===== config.mk =====
export PLATFORM = sky130hd
export DESIGN_NAME = drb_diagnostic_record_builder
export DESIGN_NICKNAME = d
export VERILOG_FILES = /design/src/hdl/drb_pkg.sv /design/src/hdl/drb_diagnostic_record_builder.sv /design/src/hdl/drb_log_mem.sv
export SDC_FILE = /design/constraint.sdc
export NUM_CORES = 1
export LEC_CHECK = 0
export BUFFER_PORTS_ARGS = -buffer_cell sky130_fd_sc_hd__buf_2
export CORE_MARGIN = 10
export CORE_UTILIZATION = 34
export DETAILED_ROUTE_END_ITERATION = 10
export GPL_ROUTABILITY_DRIVEN = 0
export GPL_TIMING_DRIVEN = 0
export SLEW_MARGIN = 0
export SYNTH_ARGS = -nofsm -noshare
export SYNTH_HDL_FRONTEND = slang
export SYNTH_SLANG_ARGS = --single-unit

===== constraint.sdc =====
create_clock -name clk_sys -period 5.9 [get_ports clk_sys]
set_clock_uncertainty 0.1 [all_clocks]
set_input_delay 1.18 -clock clk_sys [delete_from_list [all_inputs] [get_ports clk_sys]]
set_output_delay 1.18 -clock clk_sys [all_outputs]
set_load 0.05 [all_outputs]

===== src/hdl/drb_pkg.sv =====
// Overview of operation
// - Each diagnostic handler call logs cause and reporting module address in buffer.
// - With diagnostic interrupts disabled, the latest event stays readable.
// - When enabled, record bytes are in handler data before handler starts.
// - An extended record with extra information is readable on software request.
// - Byte 0 bit 0 flags module failure from any listed fault cause.
// - Byte 0 bit 1 flags internal error: supply missing or output/sensor short.
// - Byte 0 bit 2 flags external error on missing expansion-bus field supply.
// - Byte 0 bit 3 flags channel error on missing expansion-bus field supply.
// - Byte 0 bit 4 flags missing external supply on expansion-bus supply loss.
// - Byte 1 bits 3..0 hold module class: 1111b digital, 1000b function.
// - Byte 1 bit 4 flags channel information for module-failure causes.
// - Byte 2 bit 4 flags missing internal supply; other bits read zero.
// - Byte 3 bit 6 flags lost process interrupt; other bits read zero.
// - A repeat process event during its own handling raises a diagnostic interrupt.
// - After fault removal, with interrupts enabled, an outgoing record is issued.
package drb_pkg;

  localparam logic [1:0] OFS_ERROR_SUMMARY = 2'h0;
  localparam logic [1:0] OFS_CLASS_INFO = 2'h1;
  localparam logic [1:0] OFS_INTERNAL_SUPPLY = 2'h2;
  localparam logic [1:0] OFS_LOST_EVENT = 2'h3;

  localparam int BIT_MODULE_FAIL = 0;
  localparam int BIT_INTERNAL_ERR = 1;
  localparam int BIT_EXTERNAL_ERR = 2;
  localparam int BIT_CHANNEL_ERR = 3;
  localparam int BIT_EXT_SUPPLY = 4;
  localparam int BIT_CHAN_INFO = 4;
  localparam int BIT_INT_SUPPLY = 4;
  localparam int BIT_LOST_EVENT = 6;

  localparam logic [3:0] CLASS_DIGITAL = 4'hF;
  localparam logic [3:0] CLASS_FUNCTION = 4'h8;

  localparam logic [31:0] RECORD_RESET = 32'h0000_0000;
  localparam int EXT_DEPTH = 16;
  localparam int EXT_AW = 4;
  localparam int LOG_DEPTH = 16;
  localparam int LOG_AW = 4;

  typedef struct packed {
    logic lostEvent;
    logic inputSupplyMissing;
    logic outputSupplyMissing;
    logic outputShort;
    logic sensorShort;
    logic busSupplyMissing;
    logic downstreamDiag;
  } drb_fault_s;

  typedef struct packed {
    logic [7:0] byte3;
    logic [7:0] byte2;
    logic [7:0] byte1;
    logic [7:0] byte0;
  } drb_record_s;

  typedef struct packed {
    logic outgoing;
    logic [15:0] moduleAddr;
    drb_record_s rec;
  } drb_log_s;

  typedef enum logic [0:0] {DRB_IDLE, DRB_HANDLER} drb_state_e;

  function automatic drb_record_s drb_build(input drb_fault_s f, input logic isFunction);
    drb_record_s r;
    logic supply;
    logic anyFail;
    r = RECORD_RESET;
    supply = f.inputSupplyMissing | f.outputSupplyMissing;
    anyFail = f.lostEvent | supply | f.outputShort | f.sensorShort | f.busSupplyMissing | f.downstreamDiag;
    r.byte0[BIT_MODULE_FAIL] = anyFail;
    r.byte0[BIT_INTERNAL_ERR] = supply | f.outputShort | f.sensorShort;
    r.byte0[BIT_EXTERNAL_ERR] = f.busSupplyMissing;
    r.byte0[BIT_CHANNEL_ERR] = f.busSupplyMissing;
    r.byte0[BIT_EXT_SUPPLY] = f.busSupplyMissing;
    r.byte1[3:0] = isFunction ? CLASS_FUNCTION : CLASS_DIGITAL;
    r.byte1[BIT_CHAN_INFO] = anyFail;
    r.byte2[BIT_INT_SUPPLY] = supply;
    r.byte3[BIT_LOST_EVENT] = f.lostEvent;
    return r;
  endfunction

endpackage


===== src/hdl/drb_diagnostic_record_builder.sv =====
`timescale 1ns/1ps
module drb_diagnostic_record_builder
  import drb_pkg::*;
(
  // Clock and reset
  input wire logic clk_sys,
  input wire logic rst,
  // Configuration
  input wire logic diagEnable,
  input wire logic isFunctionModule,
  input wire logic [15:0] moduleAddr,
  // Fault sources
  input wire drb_fault_s faults,
  // Process event handler status
  input wire logic processEvent,
  input wire logic processHandlerBusy,
  // Extended record bytes, module specific
  input wire logic [7:0] extDataIn [EXT_DEPTH],
  // Diagnostic handler
  output logic handlerStart,
  output logic handlerOutgoing,
  input wire logic handlerDone,
  output drb_record_s handlerLocal,
  // Record read function
  input wire logic recRead,
  input wire logic recExtended,
  input wire logic [EXT_AW-1:0] recAddr,
  output logic [7:0] recData,
  output logic recValid,
  // Diagnostic buffer readout
  input wire logic [LOG_AW-1:0] logRdAddr,
  output drb_log_s logRdData,
  output logic [LOG_AW:0] logCount
);

  // ----------------------------------------
  // Event detection
  // ----------------------------------------
  drb_fault_s liveFaults;
  drb_fault_s prevFaults;
  drb_fault_s next_prevFaults;
  logic repeatEvent;
  logic rising;
  logic falling;

  always_comb begin
    repeatEvent = processEvent & processHandlerBusy;
    liveFaults = faults;
    liveFaults.lostEvent = faults.lostEvent | repeatEvent;
    next_prevFaults = liveFaults;
    rising = |(liveFaults & ~prevFaults);
    falling = (prevFaults != '0) && (liveFaults == '0);
  end

  always_ff @(posedge clk_sys or posedge rst) begin
    if (rst) begin
      prevFaults <= '0;
    end else begin
      prevFaults <= next_prevFaults;
    end
  end

  // ----------------------------------------
  // Record capture and handler sequencing
  // ----------------------------------------
  drb_state_e state;
  drb_state_e next_state;
  drb_record_s record;
  drb_record_s next_record;
  drb_record_s ext0;
  drb_record_s next_ext0;
  logic [7:0] extSnap [EXT_DEPTH];
  logic [7:0] next_extSnap [EXT_DEPTH];
  logic next_handlerStart;
  logic next_handlerOutgoing;
  logic pendOut;
  logic next_pendOut;
  logic logWr;
  logic next_logWr;
  logic [LOG_AW-1:0] logWrPtr;
  logic [LOG_AW-1:0] next_logWrPtr;
  logic [LOG_AW:0] next_logCount;
  drb_record_s built;

  always_comb begin
    built = drb_build(liveFaults, isFunctionModule);
    next_state = state;
    next_record = record;
    next_ext0 = ext0;
    next_extSnap = extSnap;
    next_handlerStart = 1'b0;
    next_handlerOutgoing = 1'b0;
    next_pendOut = pendOut | falling;
    next_logWr = 1'b0;
    next_logWrPtr = logWrPtr + LOG_AW'(logWr);
    next_logCount = logCount + (LOG_AW + 1)'(logWr && logCount != (LOG_AW + 1)'(LOG_DEPTH));
    case (state)
      DRB_IDLE: begin
        if (rising) begin
          next_record = built;
          next_ext0 = built;
          next_extSnap = extDataIn;
          if (diagEnable) begin
            next_handlerStart = 1'b1;
            next_logWr = 1'b1;
            next_state = DRB_HANDLER;
          end
        end else if (pendOut && diagEnable) begin
          // A fault that clears in this cycle stays pending
          next_pendOut = falling;
          next_record = built;
          next_handlerStart = 1'b1;
          next_handlerOutgoing = 1'b1;
          next_logWr = 1'b1;
          next_state = DRB_HANDLER;
        end else if (pendOut) begin
          next_pendOut = falling;
        end
      end
      DRB_HANDLER: begin
        if (handlerDone) begin
          next_state = DRB_IDLE;
        end
      end
      default: begin
        next_state = DRB_IDLE;
      end
    endcase
  end

  always_ff @(posedge clk_sys or posedge rst) begin
    if (rst) begin
      state <= DRB_IDLE;
      record <= RECORD_RESET;
      ext0 <= RECORD_RESET;
      extSnap <= '{default: 8'h00};
      handlerStart <= 1'b0;
      handlerOutgoing <= 1'b0;
      pendOut <= 1'b0;
      logWr <= 1'b0;
      logWrPtr <= '0;
      logCount <= '0;
    end else begin
      state <= next_state;
      record <= next_record;
      ext0 <= next_ext0;
      extSnap <= next_extSnap;
      handlerStart <= next_handlerStart;
      handlerOutgoing <= next_handlerOutgoing;
      pendOut <= next_pendOut;
      logWr <= next_logWr;
      logWrPtr <= next_logWrPtr;
      logCount <= next_logCount;
    end
  end

  // Record is valid as soon as handlerStart rises
  assign handlerLocal = record;

  // ----------------------------------------
  // Diagnostic buffer
  // ----------------------------------------
  drb_log_s logEntry;

  always_comb begin
    logEntry.outgoing = handlerOutgoing;
    logEntry.moduleAddr = moduleAddr;
    logEntry.rec = record;
  end

  drb_log_mem #(
    .WIDTH($bits(drb_log_s)),
    .DEPTH(LOG_DEPTH),
    .AW(LOG_AW)
  ) u_log (
    .clk_sys(clk_sys),
    .wrEn(logWr),
    .wrAddr(logWrPtr),
    .wrData(logEntry),
    .rdAddr(logRdAddr),
    .rdData(logRdData)
  );

  // ----------------------------------------
  // Record read function
  // ----------------------------------------
  logic [7:0] next_recData;
  logic next_recValid;

  function automatic logic [7:0] drb_pick(input drb_record_s r, input logic [1:0] ofs);
    case (ofs)
      OFS_ERROR_SUMMARY: drb_pick = r.byte0;
      OFS_CLASS_INFO: drb_pick = r.byte1;
      OFS_INTERNAL_SUPPLY: drb_pick = r.byte2;
      OFS_LOST_EVENT: drb_pick = r.byte3;
      default: drb_pick = 8'h00;
    endcase
  endfunction

  always_comb begin
    next_recData = recData;
    next_recValid = recRead;
    if (recRead) begin
      if (!recExtended) begin
        next_recData = (recAddr[EXT_AW-1:2] == '0) ? drb_pick(record, recAddr[1:0]) : 8'h00;
      end else if (recAddr[EXT_AW-1:2] == '0) begin
        next_recData = drb_pick(ext0, recAddr[1:0]);
      end else begin
        next_recData = extSnap[recAddr];
      end
    end
  end

  always_ff @(posedge clk_sys or posedge rst) begin
    if (rst) begin
      recData <= 8'h00;
      recValid <= 1'b0;
    end else begin
      recData <= next_recData;
      recValid <= next_recValid;
    end
  end

endmodule


===== src/hdl/drb_log_mem.sv =====
`timescale 1ns/1ps
module drb_log_mem
  import drb_pkg::*;
#(
  parameter int WIDTH = 49,
  parameter int DEPTH = LOG_DEPTH,
  parameter int AW = LOG_AW
) (
  // Clock
  input wire logic clk_sys,
  // Write side
  input wire logic wrEn,
  input wire logic [AW-1:0] wrAddr,
  input wire logic [WIDTH-1:0] wrData,
  // Read side
  input wire logic [AW-1:0] rdAddr,
  output logic [WIDTH-1:0] rdData
);

  logic [WIDTH-1:0] mem [DEPTH];

  always_ff @(posedge clk_sys) begin
    if (wrEn) begin
      mem[wrAddr] <= wrData;
    end
    rdData <= mem[rdAddr];
  end

endmodule


=== Word-level counts from Yosys, hierarchy flattened ===
Memories as Yosys holds them, arrays and structs flattened. A register that Yosys moved wholly into a read port is not among the register bits.
Index checks and enable logic that the tools add are counted.

* Register bits: 199
* Output and inout port bits: 97
* Memories kept: 1
* Bits in writable memories: 784

{| class="wikitable"
|+ Memories
! memory !! words !! bits a word !! rd ports !! clocked after memory_dff !! wr ports !! RTL line !! source
|-
| u_log.mem || 16 || 49 || 1 || 1 || 1 || drb_log_mem.sv:20 || <nowiki>logic [WIDTH-1:0] mem [DEPTH];</nowiki>
|}

* Equality and inequality tests: 4
* Order comparisons: 1
* Reduce and logical (&&, ||, !) cells: 11
* Bitwise logic cells: 15
* Add/sub/neg operators: 2
* Mux-type cells: 25

{| class="wikitable"
|+ Operators with widths
! operator !! number
|-
| 32-bit 2-to-1 mux || 2
|-
| 8-bit case mux with 4 select lines || 2
|-
| 8-bit 2-to-1 mux || 5
|-
| 8-bit binary-select mux with 4-bit select || 1
|-
| 1-bit 2-to-1 mux || 13
|-
| 1-bit bitwise OR || 10
|-
| 7-bit AND || 1
|-
| 7-bit zero test || 1
|-
| 7-bit inverter || 1
|-
| 7-bit nonzero test || 1
|-
| 7-bit OR reduction || 1
|-
| 5-bit by 1-bit adder with 5-bit output || 1
|-
| 5-bit greater-or-equal comparator, second input constant || 1
|-
| 5-bit inequality test, second input constant || 1
|-
| 4-bit inverter with 5-bit output || 1
|-
| 4-bit by 1-bit adder with 4-bit output || 1
|-
| 2-bit == test, second input constant || 2
|-
| 2-bit zero test || 2
|-
| 2-bit AND reduction || 2
|-
| 1-bit logical AND || 3
|-
| 3-bit 2-to-1 mux || 1
|-
| 2-bit by 1-bit == test with 1-bit output, second input constant || 1
|-
| 1-bit case mux with 2 select lines || 1
|-
| 2-bit nonzero test || 1
|-
| other kinds (2) || 2
|}

=== Longest topological paths before layout ===
Gate-level depths: netlist of the first run.

* Depth after elaboration: 9
* Mapped depth: 7
* Gate-level depth less buffers: 7

=== By module ===
From an unflattened synthesis of the first run, not the netlist that was laid out.

* Cell total of the unflattened synthesis: 1725
* Area total of the unflattened synthesis: 36777.8 sq um

{| class="wikitable"
|+ Modules (own cells, without submodules)
! module !! sequential area each (sq um) !! cells an instance !! area an instance (sq um) !! instances
|-
| drb_log_mem || 24523.5 || 1268 || 30336.6 || 1
|-
| drb_diagnostic_record_builder || 3478.3 || 457 || 6441.2 || 1
|}

=== Worst setup path before layout of the first run ===
Ideal clock, no wire load.

* Path type: register -> register
* Start: register logWr
* End: memory u_log.mem[0][10], enable pin
* Cell stages (with the launch flop): 4
* Buffers on the path: 1
* Required time: 5334 ps
* Slack: 2057 ps
* Arrival: 3277 ps
* Cells stage by stage: dfrtp_1 > nand2b_1 > clkbuf_1 > nor4_1

* Cells in the longest elaborated chain, start to end: 2

{| class="wikitable"
|+ Ends and longest elaborated chain
! what !! RTL line !! source
|-
| start, declared || drb_diagnostic_record_builder.sv:78 || <nowiki>logic logWr;</nowiki>
|-
| start signal, assigned || drb_diagnostic_record_builder.sv:151 || <nowiki>logWr <= next_logWr;</nowiki>
|-
| 1-bit 2-to-1 mux || drb_log_mem.sv:23 || <nowiki>if (wrEn) begin</nowiki>
|-
| 1-bit 2-to-1 mux (implied by the code) || drb_log_mem.sv:24 || <nowiki>mem[wrAddr] <= wrData;</nowiki>
|-
| end, declared || drb_log_mem.sv:20 ||
|}

Every way passes these cells.

==> flow_summary_export.csv, run 1 <==
group,metric,value,unit
power_and_ir_drop,static-leakage-power,9.53,nW
critical_path,crit_path_end_kind,"output pin",
clock_network,cts.repair_timing.setup_buffer_count,0,
floorplanning,placeableCoreArea,0.0630,mm^2
yosys,number_of_flops_mapped_to_enable_cells_by_yosys,384,
clock_network,cts.sinks,547,
critical_path,crit_path_start_kind,"flip-flop",
floorplanning,die_h,272,um
placement,placed_cells_incl_taps,2171,
clock_network,tritoncts,"yes",
placement,port_buffers,186,
global_routing,largest_net_degree_at_the_start_of_global_routing,72,
cells_and_area,multi_input_gate_area,0.00556,mm^2
yosys,synth_ff_type,"edfxtp_1",
power_and_ir_drop,combinationalPowerShare,0.141,
critical_path,worst_ep_required_time,4.62,ns
yosys,postSynthRegisterBits,547,
floorplanning,initial_core_util,0.343,
power_and_ir_drop,cellPowerDensity,373,mW/mm^2
route,post_route_drc,0,
sta,grt_setup_unrepaired,"false",
yosys,yosys.cell_types.count,52,
power_and_ir_drop,power.share.clock,0.383,
global_routing,globalRoute.totalOverflow,0,
route,avgViaCountPerCell,4.84,
global_routing,wire_length_of_the_first_global_routing_pass,78500,um
clock_network,cts.path.max_buffers,3,
global_routing,grt_antenna_before_repair,10,
sta,postLayoutSetupSlackWorst,2.69,ns
clock_network,clock_tree.root_cell,"clkbuf_16",
critical_path,timing.critical_path.fanout_max,21,
cells_and_area,post_layout_nonfiller_instances,2283,
yosys,async_reset_ff_frac,0.254,
clock_network,post_cts_hold_buffer_count,0,
yosys,synthCells,1056,
cells_and_area,final_cell_area,0.0263,mm^2
power_and_ir_drop,netSwitchingPower,2.56,mW
power_and_ir_drop,irDropWorstVdd,0.222,mV
sta,post-route-period-util,0.545,
cells_and_area,most_common_library_cell_in_the_layout_ignoring_fill_and_taps,"edfxtp_1",
sta,timing.hold.ws,0.359,ns
placement,placement.setup.worst_slack,2.48,ns
floorplanning,pin_count,265,
yosys,synth_area_per_cell,20.4,um^2
critical_path,crit_arrival,1.93,ns
placement,placed_area,0.0243,mm^2
sta,fmax,0.311,GHz
yosys,ys.warnings.count,0,
cells_and_area,layout.filler_cells,5598,
cells_and_area,flow.area_growth_from_synthesis,22.0,%
route,drt-total-wl,52500,um
yosys,synth_seq_area_share,0.717,
cells_and_area,num-nets-final,1556,
clock_network,cts.clk_slew.worst_paths,0.06,ns
cells_and_area,most-common-layout-cells,"384 x edfxtp_1, 211 x buf_2, 142 x mux4_2",
clock_network,clock_insertion_delay_worst_skew,0.62,ns
cells_and_area,seqCellArea,0.0155,mm^2
sta,timing.slew.headroom,0.308,
yosys,mappedNetlistArea,0.0216,mm^2
route,ant_nets,0,
power_and_ir_drop,p_total,9.82,mW
floorplanning,chipWidth,272,um
floorplanning,dieArea,0.0740,mm^2
clock_network,tritoncts.num_buffers,57,
clock_network,ctsHtreeMaxLevel,2,
critical_path,kind_of_critical_path,"reg2out",
power_and_ir_drop,internal_power,7.26,mW
sta,worst_pin_slew,1.03,ns
outcome,run_status,"finished, final reports clean",
critical_path,reg2reg_setup_slack,3.10,ns
floorplanning,core_rows,92,
global_routing,first_global_vias,12100,
sta,timing_max_transition_violations_final,0,
route,wl_per_cell,23.0,um
route,first_pass_iters,5,
sta,setup_viol,0,
global_routing,grt_usage,0.141,
power_and_ir_drop,sequential_fraction_of_design_power,0.476,
cells_and_area,finalCoreUtilization,0.418,
sta,final-hold-violation-count,0,
cells_and_area,drive_above_1_share,0.436,
placement,detailedPlacementHpwl,37100,um
sta,tns,0,ns
hold_path,worst_hold_path_type,"reg2reg",
run,max_cap_viol_count,0,
route,via_count,11100,
clock_network,cts_repair_resized_insts,0,
sta,final_period_minus_worst_setup_slack,3.21,ns
power_and_ir_drop,power_switching_share,0.260,
route,drt-initial-drc-count,675,
==> cell usage after synthesis, types with 4 or more instances <==
library cell | count | area share
edfxtp_1 | 384 | 0.53
mux2i_1 | 11 | 0.0051
buf_2 | 25 | 0.0058
buf_8 | 4 | 0.0028
nand3_1 | 8 | 0.0019
mux2_1 | 52 | 0.027
inv_1 | 17 | 0.0030
a21oi_1 | 5 | 0.0012
ha_1 | 4 | 0.0023
nor2b_1 | 6 | 0.0017
buf_4 | 57 | 0.020
mux4_2 | 142 | 0.15
dfxtp_1 | 24 | 0.022
dfrtp_1 | 139 | 0.16
o211ai_1 | 4 | 0.0014
mux2_2 | 57 | 0.030
nand2b_1 | 9 | 0.0026
nor3_1 | 14 | 0.0032
nor2_1 | 6 | 0.0010
clkbuf_1 | 16 | 0.0028
nor4_1 | 4 | 0.0012
nand2_1 | 10 | 0.0017
o21ai_0 | 5 | 0.0012
o22ai_1 | 4 | 0.0012
==> kinds of logic after synthesis <==
group,Yosys count,synth area share
AND/OR/NAND/NOR,72,0.0181
multiplexers,262,0.210
AO/OA/AOI/OAI,41,0.0137
buffers and inverters,124,0.0360
adder cells (fa/ha/maj),4,0.00232
other,1,0.000174
flip-flops,547,0.717
XOR/XNOR,5,0.00203
==> layer usage <==
layer | global-route usage | vias to the layer above | share of wire
li1 | - | 4822 | -
met3 | 0.0379 | 95 | 0.071
met4 | 0.0444 | 10 | 0.024
met2 | 0.236 | 348 | 0.49
met5 | 0 | - | 0.0011
met1 | 0.178 | 5775 | 0.41
==> final cells by class <==
| type | instances | share of cell area |
|---|---|---|
| flip-flops and latches | 547 | 0.588 |
| multi-input cells | 424 | 0.211 |
| clock buffers | 71 | 0.0577 |
| repair buffers | 230 | 0.0550 |
| well taps | 846 | 0.0402 |
| plain buffers | 107 | 0.0271 |
| clock inverters | 37 | 0.0181 |
| inverters | 17 | 0.00261 |
| diodes | 4 | 0.000380 |
==> worst paths after layout <==
check | startpoint | end | depth (start not counted)
max | handlerLocal[0]$_DFFE_PP0P_ | handlerLocal[12] | 2
min | state$_DFF_PP0_ | logWr$_DFF_PP0_ | 1
max reg2reg | logWrPtr[0]$_DFF_PP0_ | u_log.mem[13][30]$_DFFE_PP_ | 6
min reg2reg | state$_DFF_PP0_ | logWr$_DFF_PP0_ | 1
max in group asynchronous | rst | extSnap[11]$_DFFE_PP0P_ | 3
min in group asynchronous | rst | logCount[1]$_DFF_PP0_ | 2
==> registers in the layout, indices dropped and copies added, names as in the netlist <==
register,cells
state,1
logWr,1
recData,8
ext0,7
handlerOutgoing,1
prevFaults,7
pendOut,1
handlerLocal,7
u_log.rdData,24
logCount,5
logWrPtr,4
extSnap,96
recValid,1
u_log.mem,384
==> worst max-delay path: stages (launching register included) <==
cell     delay [ns]
dfrtp_1        0.84
buf_4          0.22
buf_2          0.25
==> power groups by stage <==
stage	logic (mW)	registers (mW)	clock network, mW
final	1.39	4.67	3.76
after global routing	1.49	4.71	4.02
after CTS	1.42	4.68	3.87
after detailed placement	1.42	4.75	0
after global placement	1.30	4.75	0
after floorplan	0.753	4.89	0
Power figures use the tool's default switching activity.
==> run 2: changes to the inputs <==
clock period = 2.8 ns   (was 5.9 ns; I/O delays follow)
==> run 2 against run 1 <==
Effect of this change: sequential power increased by 110%; combinational power grew 110%; critical path type unchanged; first-iteration DRC count fell by 0.74%; cell count about the same; sequential share of layout area fell by 0.32 points; core utilization rose by 0.23 points.
==> flow_summary_export.csv, run 2 (same netlist as run 1, synthesis figures left out) <==
group,metric,value,unit
outcome,run_status,"finished, final reports clean",
sta,setup_viol,0,
cells_and_area,final_cell_area,0.0265,mm^2
clock_network,cts.repair_timing.setup_buffer_count,0,
critical_path,critical_path.slowest_cell,"dfrtp_1",
route,first_pass_iters,7,
route,via_count,11000,
route,ant_nets,0,
global_routing,largest_net_degree_at_the_start_of_global_routing,41,
sta,tns,0,ns
power_and_ir_drop,static-leakage-power,9.59,nW
critical_path,crit_path_end_kind,"output pin",
global_routing,grt_use_met1,0.179,
critical_path,crit_path_start_kind,"flip-flop",
cells_and_area,most_common_library_cell_in_the_layout_ignoring_fill_and_taps,"edfxtp_1",
floorplanning,chipWidth,272,um
sta,post-route-period-util,0.942,
cells_and_area,largestRegisters,"u_log.mem: 384 flops, extSnap: 96 flops, u_log.rdData: 24 flops",
global_routing,use_met3,0.0355,
run,max_cap_viol_count,0,
global_routing,grt_usage,0.141,
critical_path,max_stage_delay,0.91,ns
clock_network,tritoncts.num_buffers,57,
global_routing,globalRoute.totalOverflow,0,
floorplanning,placeableCoreArea,0.0630,mm^2
hold_path,worst_hold_path_type,"in2async",
global_routing,gr_util_met2,0.237,
critical_path,kind_of_critical_path,"reg2out",
cells_and_area,post_layout_nonfiller_instances,2281,
cells_and_area,drive_above_1_share,0.436,
clock_network,tritoncts,"yes",
cells_and_area,finalCoreUtilization,0.421,
cells_and_area,num-nets-final,1557,
cells_and_area,seqCellArea,0.0155,mm^2
placement,placed_cells_incl_taps,2166,
route,drt-initial-drc-count,670,
power_and_ir_drop,cellPowerDensity,781,mW/mm^2
route,post_route_drc,0,
critical_path,crit_arrival,1.98,ns
critical_path,crit_buf_inv,2,
placement,port_buffers,186,
clock_network,clock_insertion_delay_worst_skew,0.65,ns
global_routing,top_usage_layer,"met2",
sta,worst_pin_slew,0.982,ns
global_routing,wire_length_of_the_first_global_routing_pass,78800,um
clock_network,cts.clk_slew.worst_paths,0.06,ns
clock_network,cts.sinks,547,
cells_and_area,flow.area_growth_from_synthesis,22.7,%
critical_path,cp_cell_sequence,"buf_4, buf_2",
cells_and_area,max_flop_register,"u_log.mem",
critical_path,timing.critical_path.fanout_max,21,
floorplanning,initial_core_util,0.343,
sta,final-hold-violation-count,0,
global_routing,first_global_vias,12200,
power_and_ir_drop,irDropWorstVdd,0.500,mV
route,drt-total-wl,52100,um
placement,placed_area,0.0244,mm^2
sta,timing.slew.headroom,0.343,
clock_network,ctsHtreeMaxLevel,2,
cells_and_area,layout.filler_cells,5633,
floorplanning,pin_count,265,
clock_network,cts.path.max_buffers,3,
critical_path,worst_ep_required_time,2.14,ns
sta,grt_setup_unrepaired,"false",
placement,detailedPlacementHpwl,37000,um
floorplanning,core_rows,92,
route,wl_per_cell,22.9,um
cells_and_area,most-common-layout-cells,"384 x edfxtp_1, 211 x buf_2, 142 x mux4_2",
sta,timing_max_transition_violations_final,0,
global_routing,grt_antenna_before_repair,2,
cells_and_area,largest_register_ffs,384,
floorplanning,dieArea,0.0740,mm^2
sta,fmax,0.379,GHz
critical_path,critical-path-top-delay-family,"flip-flops",
floorplanning,die_h,272,um
clock_network,clock_tree.root_cell,"clkbuf_16",
route,avgViaCountPerCell,4.83,
sta,final_period_minus_worst_setup_slack,2.64,ns
cells_and_area,multi_input_gate_area,0.00561,mm^2
sta,timing.hold.ws,0.0230,ns
[run 2: cell types whose count changed in the layout (fill, tap and decap cells not counted), moves of 3 or more]
| cell | delta |
|---|---|
| buf_16 | +4 |
| diode_2 | -3 |
| buf_12 | +3 |
| buf_8 | -5 |
| nor3_2 | -7 |
| clkinv_1 | -4 |
| clkinv_2 | +6 |
| dlygate4sd3_1 | +7 |
| buf_4 | -7 |
| nor3_4 | +7 |
[run 2: worst register-to-register path: stages, from the launching register on]
cell,delay [ns]
dfrtp_1,0.32
clkbuf_1,0.41
nand2_1,0.36
nor3_4,0.48
buf_4,0.31
buf_6,0.18
buf_6,0.17
[run 2: layout make-up]
cell class                      count  area share
Buffer                            106      0.0269
Timing Repair Buffer              232      0.0590
Multi-Input combinational cell    424       0.212
Clock inverter                     37      0.0176
Inverter                           17     0.00255
Antenna cell                        1   0.0000945
Clock buffer                       71      0.0573
Tap cell                          846      0.0400
Sequential cell                   547       0.585
[run 2: through the flow]
stage / worst slack, ns / power, mW
floorplan: -1.04 / 11.9
global placement: -3.75 / 12.8
detailed placement: -0.191 / 13.0
CTS: 0.0468 / 21.0
global route: 0.0397 / 21.5
finish: 0.163 / 20.7
[run 2: per-layer routing]
layer / vias to the layer above / part of all wire
met5: - / 0.00052
met4: 4 / 0.021
met3: 86 / 0.067
met2: 333 / 0.50
met1: 5771 / 0.42
li1: 4817 / -
[run 2: final timing paths]
path                                                to  cells after the start                   startpoint  slack [ns]
max                                   handlerLocal[12]                      2  handlerLocal[0]$_DFFE_PP0P_        0.16
min                              logCount[3]$_DFF_PP0_                      2                          rst        0.02
max reg2reg                u_log.mem[13][35]$_DFFE_PP_                      6        logWrPtr[3]$_DFF_PP0_        0.20
min reg2reg                            logWr$_DFF_PP0_                      1              state$_DFF_PP0_        0.36
max in group asynchronous      extSnap[35]$_DFFE_PP0P_                      4                          rst        1.68
min in group clk_sys              ext0[10]$_DFFE_PP0P_                      2             isFunctionModule        0.05
[run 2: what timing repair did]
| action | in CTS | in global routing |
|---|---|---|
| hold buffers | 7 | 0 |
| gates resized for setup | 3 | 0 |
| hold endpoints to repair | 7 | 0 |
| setup endpoints to repair | 16 | 12 |
[run 2: report_power, final]
group,switching [mW],internal (mW)
sequential,0.409,9.47
combinational,1.81,1.15
clock,3.23,4.62
total,5.45,15.2
==> run 3: changes to the inputs <==
CELL_PAD_IN_SITES_DETAIL_PLACEMENT = 1   (was unset)
CELL_PAD_IN_SITES_GLOBAL_PLACEMENT = 1   (was unset)
PLACE_DENSITY_LB_ADDON = 0.1   (was unset)
==> run 3 against run 2 <==
Effect of this change: core utilization about the same; power increased by 0.51%; worst hold slack improved by 0.026 ns; largest power group unchanged.
==> flow_summary_export.csv, run 3 (same netlist as run 1, synthesis figures left out) <==
group,metric,value,unit
outcome,run_status,"finished, final reports clean",
cells_and_area,layout.filler_cells,6097,
run,max_cap_viol_count,0,
hold_path,worst_hold_path_type,"in2reg",
global_routing,globalRoute.totalOverflow,0,
route,drt-total-wl,56600,um
power_and_ir_drop,cellPowerDensity,785,mW/mm^2
power_and_ir_drop,p_total,20.8,mW
critical_path,timing.critical_path.fanout_max,13,
floorplanning,dieArea,0.0740,mm^2
floorplanning,initial_core_util,0.343,
sta,final-hold-violation-count,0,
clock_network,tritoncts.num_buffers,58,
cells_and_area,num-nets-final,1562,
cells_and_area,multi_input_gate_area,0.00561,mm^2
sta,timing.hold.ws,0.0486,ns
sta,setup_viol,0,
critical_path,critical_path.slowest_cell,"nor3_4",
critical_path,kind_of_critical_path,"reg2reg",
global_routing,grt_usage,0.153,
cells_and_area,finalCoreUtilization,0.421,
cells_and_area,largest_register_ffs,384,
global_routing,first_global_vias,12500,
clock_network,clock_tree.root_cell,"clkbuf_16",
route,drt-initial-drc-count,618,
critical_path,max_stage_delay,1.00,ns
floorplanning,placeableCoreArea,0.0630,mm^2
global_routing,top_usage_layer,"met2",
route,via_count,11000,
sta,fmax,0.370,GHz
power_and_ir_drop,static-leakage-power,9.59,nW
global_routing,wire_length_of_the_first_global_routing_pass,84700,um
sta,grt_setup_unrepaired,"true",
cells_and_area,seqCellArea,0.0155,mm^2
sta,worst_pin_slew,1.03,ns
floorplanning,die_h,272,um
route,avgViaCountPerCell,4.81,
cells_and_area,drive_above_1_share,0.433,
clock_network,cts.clk_slew.worst_paths,0.06,ns
cells_and_area,largestRegisters,"u_log.mem: 384 flops, extSnap: 96 flops, u_log.rdData: 24 flops",
critical_path,crit_path_start_kind,"flip-flop",
power_and_ir_drop,irDropWorstVdd,0.483,mV
route,post_route_drc,0,
clock_network,cts.sinks,547,
placement,detailedPlacementHpwl,40300,um
global_routing,largest_net_degree_at_the_start_of_global_routing,39,
critical_path,worst_ep_required_time,3.01,ns
clock_network,tritoncts,"yes",
sta,post-route-period-util,0.966,
sta,final_period_minus_worst_setup_slack,2.70,ns
critical_path,cp_cell_sequence,"clkdlybuf4s15_1, nor3_4, buf_8",
clock_network,clock_insertion_delay_worst_skew,0.62,ns
cells_and_area,most-common-layout-cells,"384 x edfxtp_1, 211 x buf_2, 142 x mux4_2",
floorplanning,chipWidth,272,um
cells_and_area,post_layout_nonfiller_instances,2290,
placement,port_buffers,186,
route,ant_nets,0,
global_routing,gr_util_met2,0.265,
critical_path,crit_path_end_kind,"flip-flop",
cells_and_area,max_flop_register,"u_log.mem",
route,first_pass_iters,5,
global_routing,grt_antenna_before_repair,4,
floorplanning,core_rows,92,
clock_network,cts.path.max_buffers,3,
sta,timing_max_transition_violations_final,0,
route,wl_per_cell,24.7,um
floorplanning,pin_count,265,
cells_and_area,flow.area_growth_from_synthesis,22.7,%
global_routing,grt_use_met1,0.191,
sta,timing.slew.headroom,0.312,
global_routing,use_met3,0.0390,
critical_path,crit_arrival,2.91,ns
sta,tns,0,ns
placement,placed_cells_incl_taps,2167,
clock_network,ctsHtreeMaxLevel,2,
cells_and_area,most_common_library_cell_in_the_layout_ignoring_fill_and_taps,"edfxtp_1",
[run 3: changes by cell type in the layout (fill, tap and decap cells not counted), moves of 2 or more]
cell,delta
diode_2,+3
clkbuf_1,+6
buf_6,+3
nor3_4,-2
clkinv_16,-3
nor3_2,+2
[run 3: final timing paths]
| check | from | end | slack, ns | depth (start not counted) |
|---|---|---|---|---|
| max in group asynchronous | rst | extSnap[16]$_DFFE_PP0P_ | 1.38 | 6 |
| worst min-delay path | isFunctionModule | handlerLocal[10]$_DFFE_PP0P_ | 0.05 | 2 |
| worst max-delay path | logWrPtr[0]$_DFF_PP0_ | u_log.mem[6][33]$_DFFE_PP_ | 0.1 | 3 |
| worst min register to register | state$_DFF_PP0_ | logWr$_DFF_PP0_ | 0.36 | 1 |
| worst max register to register | logWrPtr[0]$_DFF_PP0_ | u_log.mem[6][33]$_DFFE_PP_ | 0.1 | 3 |
| min in group asynchronous | rst | extSnap[39]$_DFFE_PP0P_ | 0.29 | 3 |
[run 3: final cells by class]
cell class,count,area share
Clock inverter,34,0.0155
Antenna cell,4,0.000378
Clock buffer,76,0.0585
Timing Repair Buffer,235,0.0594
Inverter,17,0.00255
Tap cell,846,0.0400
Sequential cell,547,0.585
Buffer,107,0.0272
Multi-Input combinational cell,424,0.212
[run 3: critical path: cells and delay by family (launching register included)]
family,cells,cell delay (ns)
DFF,1,0.41
and+or+nand+nor,1,1.00
buffers and inverters,2,0.86
[run 3: timing repair]
| item | in CTS | in global routing |
|---|---|---|
| endpoints found under the setup margin | 0 | 19 |
| setup buffers | 0 | 1 |
| resized for setup | 0 | 3 |
| hold buffers | 8 | 0 |
| hold endpoints to repair | 45 | 0 |
[run 3: through the flow]
| step | setup slack [ns] | area, um^2 |
|---|---|---|
| 6_report | 0.0963 | 26500 |
| 5_1_grt | -0.0361 | 26500 |
| 4_1_cts | 0.0605 | 26500 |
| 3_5_place_dp | -0.0141 | 24400 |
| 3_3_place_gp | -4.01 | 23800 |
| 2_1_floorplan | -1.04 | 21800 |
[run 3: layer usage]
layer | part of all wire | wire length [um]
met1 | 0.42 | 23700
met2 | 0.51 | 28900
met3 | 0.054 | 3070
met4 | 0.017 | 936
met5 | 0.00021 | 12
[run 3: power by group]
part	leakage (nW)	internal, mW	switching [mW]	total (mW)
clock	0.962	4.72	3.19	7.92
combinational	3.40	1.16	1.89	3.04
sequential	5.23	9.47	0.370	9.84
total	9.59	15.3	5.45	20.8
